## src/shared/snc_pkg.sv

```systemverilog
// constants and types for the stack, negate and call execution slice
// assumes one core clock split into four phases per instruction cycle
package snc_pkg;
  localparam int PC_W = 21;
  localparam int STK_DEPTH = 31;
  localparam int SP_W = 5;
  // opcode patterns and masks
  localparam logic [15:0] OP_NEG_MASK = 16'hfe00;
  localparam logic [15:0] OP_NEG_VAL = 16'h6c00;
  localparam logic [15:0] OP_POP = 16'h0006;
  localparam logic [15:0] OP_PUSH = 16'h0005;
  localparam logic [15:0] OP_RESET = 16'h00ff;
  localparam logic [15:0] OP_NOP = 16'h0000;
  localparam logic [15:0] OP_CALL_MASK = 16'hf800;
  localparam logic [15:0] OP_CALL_VAL = 16'hd800;
  localparam int ABIT_POS = 8;
  // access bank split and upper bank
  localparam logic [7:0] ACC_SPLIT = 8'h80;
  localparam logic [3:0] ACC_HI_BANK = 4'hf;
  localparam logic [3:0] ACC_LO_BANK = 4'h0;
  // flag positions in the status byte
  localparam int FL_C = 0;
  localparam int FL_DC = 1;
  localparam int FL_Z = 2;
  localparam int FL_OV = 3;
  localparam int FL_N = 4;
  // register port offsets
  localparam logic [7:0] REG_BANK = 8'h00;
  localparam logic [7:0] REG_STATUS = 8'h04;
  localparam logic [7:0] REG_TOP = 8'h08;
  localparam logic [7:0] REG_DEPTH = 8'h0c;
  localparam logic [7:0] REG_PC = 8'h10;
  // reset values, the pc step per instruction and the phase type
  localparam logic [PC_W-1:0] PC_RST = 21'h000000;
  localparam logic [3:0] BANK_RST = 4'h0;
  localparam logic [4:0] STATUS_RST = 5'h00;
  localparam logic [PC_W-1:0] PC_STEP = 21'h000002;
  typedef enum logic [1:0] {PH_Q1, PH_Q2, PH_Q3, PH_Q4} snc_phase_t;
endpackage

```

## src/logic/snc_ret_stack.sv

```systemverilog
// return stack: push moves the old top one level down, pop drops the top
// assumes push and pop never arrive in the same cycle
`timescale 1ns/1ps
module snc_ret_stack (
  input wire logic mclk,
  input wire logic rst,
  input wire logic clr,
  input wire logic push,
  input wire logic pop,
  input wire logic [snc_pkg::PC_W-1:0] push_data,
  output logic [snc_pkg::PC_W-1:0] top,
  output logic [snc_pkg::SP_W-1:0] depth
);
  import snc_pkg::*;
  typedef struct packed {
    logic [STK_DEPTH-1:0][PC_W-1:0] ent;
    logic [SP_W-1:0] sp;
  } snc_stk_t;
  snc_stk_t s_q, s_d;

  always_comb begin
    s_d = s_q;
    if (clr) begin
      s_d.sp = '0;
    end else if (push) begin
      // a full stack drops the push rather than overwrite old returns
      if (s_q.sp < SP_W'(STK_DEPTH)) begin
        s_d.ent[s_q.sp] = push_data;
        s_d.sp = s_q.sp + 5'h01;
      end
    end else if (pop) begin
      if (s_q.sp != '0) begin
        s_d.sp = s_q.sp - 5'h01;
      end
    end
  end

  always_ff @(posedge mclk or posedge rst) begin
    if (rst) begin
      s_q <= '0;
    end else begin
      s_q <= s_d;
    end
  end

  assign top = (s_q.sp == '0) ? '0 : s_q.ent[s_q.sp - 5'h01];
  assign depth = s_q.sp;
endmodule

```

## src/logic/snc_negate.sv

```systemverilog
// two's complement negate of one byte with its flag results
// purely combinational; the caller registers both outputs
`timescale 1ns/1ps
module snc_negate (
  input wire logic [7:0] opnd,
  output logic [7:0] res,
  output logic [4:0] flags
);
  import snc_pkg::*;
  always_comb begin
    res = (~opnd) + 8'h01;
    flags = '0;
    flags[FL_N] = res[7];
    flags[FL_Z] = (res == 8'h00);
    // 0 - f: carry means no borrow, only when f is zero
    flags[FL_C] = (opnd == 8'h00);
    flags[FL_DC] = (opnd[3:0] == 4'h0);
    flags[FL_OV] = (opnd == 8'h80);
  end
endmodule

```

## src/logic/snc_core.sv

```systemverilog
// execution slice: negate file byte, stack pop and push, relative call,
// no-operation and software reset, one instruction per four mclk phases
// assumes the fetch side holds instr_word valid in phase Q1 for fetch_addr,
// data memory answers a read in the next cycle, and the register port
// master follows the one-cycle strobe protocol
`timescale 1ns/1ps
module snc_core (
  input wire logic mclk,
  input wire logic rst,
  input wire logic [15:0] instr_word,
  output logic [snc_pkg::PC_W-1:0] fetch_addr,
  output snc_pkg::snc_phase_t phase,
  output logic [11:0] mem_addr,
  output logic mem_rd,
  input wire logic [7:0] mem_rdata,
  output logic mem_wr,
  output logic [7:0] mem_wdata,
  output logic soft_rst,
  input wire logic [7:0] reg_addr,
  input wire logic [31:0] reg_wdata,
  input wire logic reg_wr,
  input wire logic reg_rd,
  output logic [31:0] reg_rdata
);
  import snc_pkg::*;

  typedef struct packed {
    snc_phase_t ph;
    logic [15:0] ir;
    logic flush;
    logic [PC_W-1:0] pc;
    logic [3:0] bank_select_reg;
    logic [4:0] flags;
    logic [11:0] maddr;
    logic [7:0] wdata;
    logic [31:0] rdata;
  } snc_core_t;

  localparam snc_core_t CORE_RST = '{
    ph: PH_Q1,
    ir: OP_NOP,
    flush: 1'b0,
    pc: PC_RST,
    bank_select_reg: BANK_RST,
    flags: STATUS_RST,
    maddr: 12'h000,
    wdata: 8'h00,
    rdata: 32'h00000000
  };

  snc_core_t c_q, c_d;
  logic is_neg, is_pop, is_push, is_call, is_sreset;
  logic [PC_W-1:0] ret_addr, call_target, stack_top;
  logic [SP_W-1:0] stack_depth;
  logic stk_push, stk_pop;
  logic [7:0] neg_res;
  logic [4:0] neg_flags;

  // file address from the access bit, the bank register and the offset
  function automatic logic [11:0] file_addr(
    input logic [15:0] word,
    input logic [3:0] bank
  );
    logic [7:0] f;
    f = word[7:0];
    if (word[ABIT_POS]) begin
      file_addr = {bank, f};
    end else if (f < ACC_SPLIT) begin
      file_addr = {ACC_LO_BANK, f};
    end else begin
      file_addr = {ACC_HI_BANK, f};
    end
  endfunction

  function automatic logic opcode_is(
    input logic [15:0] word,
    input logic [15:0] mask,
    input logic [15:0] val
  );
    opcode_is = ((word & mask) == val);
  endfunction

  // decode of the word held for this instruction cycle; anything else,
  // including the zero word and the 1111 group, falls through as no-op
  always_comb begin
    is_neg = opcode_is(c_q.ir, OP_NEG_MASK, OP_NEG_VAL);
    is_pop = (c_q.ir == OP_POP);
    is_push = (c_q.ir == OP_PUSH);
    is_call = opcode_is(c_q.ir, OP_CALL_MASK, OP_CALL_VAL);
    is_sreset = (c_q.ir == OP_RESET);
  end

  always_comb begin
    ret_addr = c_q.pc + PC_STEP;
    // word offset doubled to bytes, sign carried across the full pc width
    call_target = ret_addr +
      {{(PC_W-12){c_q.ir[10]}}, c_q.ir[10:0], 1'b0};
  end

  // stack moves are issued from the held word in their own phase
  assign stk_push = (c_q.ph == PH_Q2) && (is_push || is_call);
  assign stk_pop = (c_q.ph == PH_Q3) && is_pop;
  assign soft_rst = (c_q.ph == PH_Q2) && is_sreset;

  snc_ret_stack u_stack (
    .mclk(mclk),
    .rst(rst),
    .clr(soft_rst),
    .push(stk_push),
    .pop(stk_pop),
    .push_data(ret_addr),
    .top(stack_top),
    .depth(stack_depth)
  );

  snc_negate u_neg (
    .opnd(mem_rdata),
    .res(neg_res),
    .flags(neg_flags)
  );

  always_comb begin
    c_d = c_q;
    // register port writes; hardware flag updates below take priority
    if (reg_wr) begin
      if (reg_addr == REG_BANK) begin
        c_d.bank_select_reg = reg_wdata[3:0];
      end else if (reg_addr == REG_STATUS) begin
        c_d.flags = reg_wdata[4:0];
      end
    end
    // register port reads, data stand in the next cycle only
    c_d.rdata = 32'h00000000;
    if (reg_rd) begin
      if (reg_addr == REG_BANK) begin
        c_d.rdata = {28'h0000000, c_q.bank_select_reg};
      end else if (reg_addr == REG_STATUS) begin
        c_d.rdata = {27'h0000000, c_q.flags};
      end else if (reg_addr == REG_TOP) begin
        c_d.rdata = {11'h000, stack_top};
      end else if (reg_addr == REG_DEPTH) begin
        c_d.rdata = {27'h0000000, stack_depth};
      end else if (reg_addr == REG_PC) begin
        c_d.rdata = {11'h000, c_q.pc};
      end
    end
    case (c_q.ph)
      PH_Q1: begin
        c_d.ph = PH_Q2;
        // the refetch cycle after a call discards its word
        c_d.ir = c_q.flush ? OP_NOP : instr_word;
        c_d.maddr = file_addr(instr_word, c_q.bank_select_reg);
      end
      PH_Q2: begin
        c_d.ph = PH_Q3;
      end
      PH_Q3: begin
        c_d.ph = PH_Q4;
        if (is_neg) begin
          c_d.wdata = neg_res;
          c_d.flags = neg_flags;
        end
      end
      PH_Q4: begin
        c_d.ph = PH_Q1;
        if (is_call) begin
          c_d.pc = call_target;
          c_d.flush = 1'b1;
        end else if (!c_q.flush) begin
          c_d.pc = ret_addr;
        end else begin
          // flush lives through the whole refetch cycle so pc holds there
          c_d.flush = 1'b0;
        end
      end
      default: begin
        c_d.ph = PH_Q1;
      end
    endcase
    // a software reset overrides everything from its second phase on
    if (soft_rst) begin
      c_d = CORE_RST;
    end
  end

  always_ff @(posedge mclk or posedge rst) begin
    if (rst) begin
      c_q <= CORE_RST;
    end else begin
      c_q <= c_d;
    end
  end

  // read in Q2, data back in Q3, same address written in Q4
  assign mem_rd = (c_q.ph == PH_Q2) && is_neg;
  assign mem_wr = (c_q.ph == PH_Q4) && is_neg;
  assign mem_addr = c_q.maddr;
  assign mem_wdata = c_q.wdata;
  assign fetch_addr = c_q.pc;
  assign phase = c_q.ph;
  assign reg_rdata = c_q.rdata;
endmodule

```

## config.mk

```make
export PLATFORM = sky130hd
export DESIGN_NAME = snc_core
export DESIGN_NICKNAME = d
export VERILOG_FILES = /design/src/shared/snc_pkg.sv /design/src/logic/snc_ret_stack.sv /design/src/logic/snc_negate.sv /design/src/logic/snc_core.sv
export SDC_FILE = /design/constraint.sdc
export NUM_CORES = 2
export LEC_CHECK = 0
export BUFFER_PORTS_ARGS = -buffer_cell sky130_fd_sc_hd__buf_2
export CORE_MARGIN = 4
export CORE_UTILIZATION = 60
export DETAILED_ROUTE_END_ITERATION = 8
export GPL_TIMING_DRIVEN = 0
export PLACE_DENSITY = 0.78
export SKIP_CTS_REPAIR_TIMING = 1
export SKIP_LAST_GASP = 1
export SYNTH_ARGS = -nofsm -noshare
export SYNTH_HDL_FRONTEND = slang
export SYNTH_SLANG_ARGS = --single-unit
```

## constraint.sdc

```tcl
create_clock -name mclk -period 49.5 [get_ports mclk]
set_input_delay 9.9 -clock mclk [delete_from_list [all_inputs] [get_ports mclk]]
set_output_delay 9.9 -clock mclk [all_outputs]
set_load 0.005 [all_outputs]
```

==> flow_summary.json <==
{
  "routed_wl_um": 123900,
  "required_ns": 39.60,
  "cts_max_level": 3,
  "start_kind": "register",
  "synth_xor_area_share_pct": 1.139,
  "cts_tree": "built",
  "report.final.setup_viol": 0,
  "clkTransAtPathRegs_ns": 0.06,
  "synthArstFlopShare_pct": 100.0,
  "syn_area_um2": 33820,
  "clkPwrFrac_pct": 36.3,
  "cts_buffers": 75,
  "sw_frac_of_total_pct": 35.70,
  "clk_latency_ns": 0.64,
  "violations": "capacitance limit, slew limit",
  "grt_pass1_wl_um": 182500,
  "vdd_drop_max_v": 0.00003328,
  "routabilityCongestion": 1.121,
  "drt_first_pass_iters": 6,
  "fp.dieH_um": 245.4,
  "crit_fanout": 16,
  "tightest_slew_ns": 1.696,
  "fin_crit_ns": 12.43,
  "end_kind": "output port",
  "maxCapViolCount": 2,
  "dp_hpwl_um": 87080,
  "final_nets": 3580,
  "core_um2": 55420,
  "p_per_area_nw_per_um2": 42.75,
  "holdWs_ns": 0.4761,
  "synth_compound_area_share_pct": 14.10,
  "fin_area_um2": 38010,
  "netlist_instances": 3286,
  "ys_seq_elements": 714,
  "grt_max_degree": 140,
  "power_frac_seq_pct": 37.6,
  "dieWidth_um": 245.4,
  "via_per_inst": 6.794,
  "synth.distinct_cells": 73,
  "rsz0062_at_grt": "no",
  "final_max_slew_viol_count": 11,
  "path_class": "register to output port",
  "port_buffers": 104,
  "slew-limit-headroom_pct": -14.64,
  "cp.arrival_ns": 2.53,
  "grt_pass1_vias": 28939,
  "hold_class": "register to register",
  "drive_gt1_share_pct": 18.52,
  "grt_antenna_before_repair": 4,
  "min_period_over_period_pct": 25.12,
  "place_area_um2": 35470,
  "synth_top_flop_cell": "dfrtp_1",
  "synth.area.mux_share_pct": 11.88,
  "drtAntennaViolNets": 0,
  "grt_remaining_overflow": 0,
  "track_usage_pct": 41.08,
  "syn_to_final_growth_pct": 12.36,
  "synthAdderAreaFrac_pct": 1.095,
  "avgSynthCellArea_um2": 10.29,
  "comb_power_share_pct": 26.1,
  "synth_top_family_by_area": "compound AO/OA/AOI/OAI gates",
  "p_leak_nw": 17.87,
  "finClkSkew_ns": 0.02668,
  "via_count": 29113,
  "start_util_pct": 61.04,
  "status": "finished with violations",
  "die-area_um2": 60240,
  "fmax_mhz": 80.42,
  "ys_seq_area_share_pct": 52.82,
  "p_sw_mw": 0.5801,
  "clock_sinks": 714,
  "synth_edf_count": 0,
  "cts_buffer_depth": 3,
  "wire_per_inst_um": 28.91,
  "hold_violations": 0,
  "timing.rr.start": "u_stack.depth[0]$_DFFE_PP0P_",
  "fin_setup_tns_ns": 0,
  "synthSimpleGateAreaFrac_pct": 12.95,
  "yosysWarnings": 0,
  "drtIter0Drc": 4497,
  "cts_root_buf": "clkbuf_16",
  "rows": 86,
  "intPower_mw": 1.045,
  "io_pins": 146,
  "drc_errors": 0,
  "worstHoldStart": "u_stack.s_q[537]$_DFFE_PP0P_",
  "critPathLaunch": "c_q[93]$_DFFE_PP0P_"
}
area by class of cell:
cell class | count | area (um2)
multi-input cells | 2182 | 13970
well taps | 748 | 935.9
clock buffers | 107 | 2200
plain buffers | 356 | 1862
clock inverters | 23 | 335.3
repair buffers | 109 | 658.1
flip-flops and latches | 714 | 17870
inverters | 45 | 176.4
diodes | 1 | 2.502
fillers | 4138 | 17410
stage by stage:
step | instances | utilization, % | setup slack (ns) | power, mW
global route | 4284 | 68.58 | 36.80 | 1.649
floorplan | 3297 | - | 19.57 | 0.8327
finish | 4285 | 68.58 | 37.07 | 1.625
global placement | 4149 | 63.74 | 13.58 | 1.004
CTS | 4284 | 68.58 | 37.09 | 1.593
detailed placement | 4154 | 64.00 | 36.78 | 1.015
metal layers:
| metal | global-route usage (%) | part of all wire [%] | up-vias |
|---|---|---|---|
| li1 | - | - | 11755 |
| met1 | 50.20 | 33 | 14397 |
| met2 | 58.43 | 42 | 2332 |
| met3 | 17.66 | 15 | 629 |
| met4 | 29.88 | 9.5 | 0 |
| met5 | 0 | 0 | - |
cell usage after synthesis (4+ instances only):
library cell  instances  area share [%]
dfrtp_1             714              53
nor2_1              532             5.9
a21oi_1             517             7.6
nand2_1             302             3.4
o21ai_0             181             2.7
mux4_2              140             9.3
clkbuf_1            137             1.5
buf_2               104             1.5
buf_4                99             2.2
mux2_2               55             1.8
nand3_1              46            0.68
inv_1                44            0.49
nor3_1               33            0.49
ha_1                 28             1.0
xnor2_1              25            0.65
a221oi_1             24            0.62
a22o_1               24            0.62
a211oi_1             23            0.51
and2_1               21            0.39
a31oi_1              20            0.37
mux2i_1              20            0.59
xor2_1               19            0.49
nand4_1              13            0.24
nor2b_1              13            0.24
o221ai_1             13            0.34
buf_1                12            0.13
nand2b_1             11            0.20
a22oi_1               9            0.20
and3_1                9            0.17
nor3_2                9            0.27
nor4_4                6            0.38
o21bai_1              6            0.13
a41oi_1               5            0.13
a21o_1                4           0.089
and4_1                4            0.10
mux2_1                4            0.13
nor3b_1               4           0.089
o211ai_1              4           0.089
sequential cells by signal, summed over array words and instances (netlist names):
signal         flops
phase              2
c_q               26
u_stack.s_q      620
mem_wdata          8
reg_rdata         21
mem_addr          12
fetch_addr        20
u_stack.depth      5
logic make-up (layout without fill, tap and decap cells):
family / Yosys count / in the layout
adder cells (fa/ha/maj): 29 / 29
AND/OR/NAND/NOR: 1023 / 1023
AO/OA/AOI/OAI: 855 / 855
other: 1 / 13
flip-flops: 714 / 714
XOR/XNOR: 44 / 44
multiplexers: 219 / 219
buffers and inverters: 401 / 640
power by group through the flow:
stage | Combinational, mW | Sequential [mW] | Clock, mW
4_1_cts | 0.395 | 0.610 | 0.587
3_3_place_gp | 0.384 | 0.621 | 0
2_1_floorplan | 0.216 | 0.616 | 0
6_report | 0.424 | 0.611 | 0.589
3_5_place_dp | 0.394 | 0.621 | 0
5_1_grt | 0.426 | 0.612 | 0.611
path summary, 6_finish.rpt:
path                       cells past startpoint                           end  slack, ns
max                                            4                      soft_rst      37.07
min                                            2  u_stack.s_q[537]$_DFFE_PP0P_       0.48
max reg2reg                                   14        reg_rdata[4]$_DFF_PP0_      42.61
min reg2reg                                    2  u_stack.s_q[537]$_DFFE_PP0P_       0.48
max in group asynchronous                      5   u_stack.s_q[62]$_DFFE_PP0P_      37.87
min in group asynchronous                      2  u_stack.s_q[394]$_DFFE_PP0P_       9.38
cells in the final DEF, fill, tap and decap left out, types with 24 or more instances in the layout:
cell type,instances
dfrtp_1,714
nand2_1,302
nor2_1,532
clkbuf_16,77
a21oi_1,517
o21ai_0,181
ha_1,28
a221oi_1,24
a22o_1,24
mux2_2,55
clkbuf_1,151
xnor2_1,25
nor3_1,33
buf_4,99
mux4_2,140
inv_1,43
buf_2,208
nand3_1,46
worst max-delay path, stage by stage, from the launching register on:
cell and delay [ns]:
dfrtp_1 0.63, nor4_1 0.42, nand4_1 0.21, nor3_1 0.43, buf_2 0.20
No activity file was read; power rests on OpenSTA's default activity.
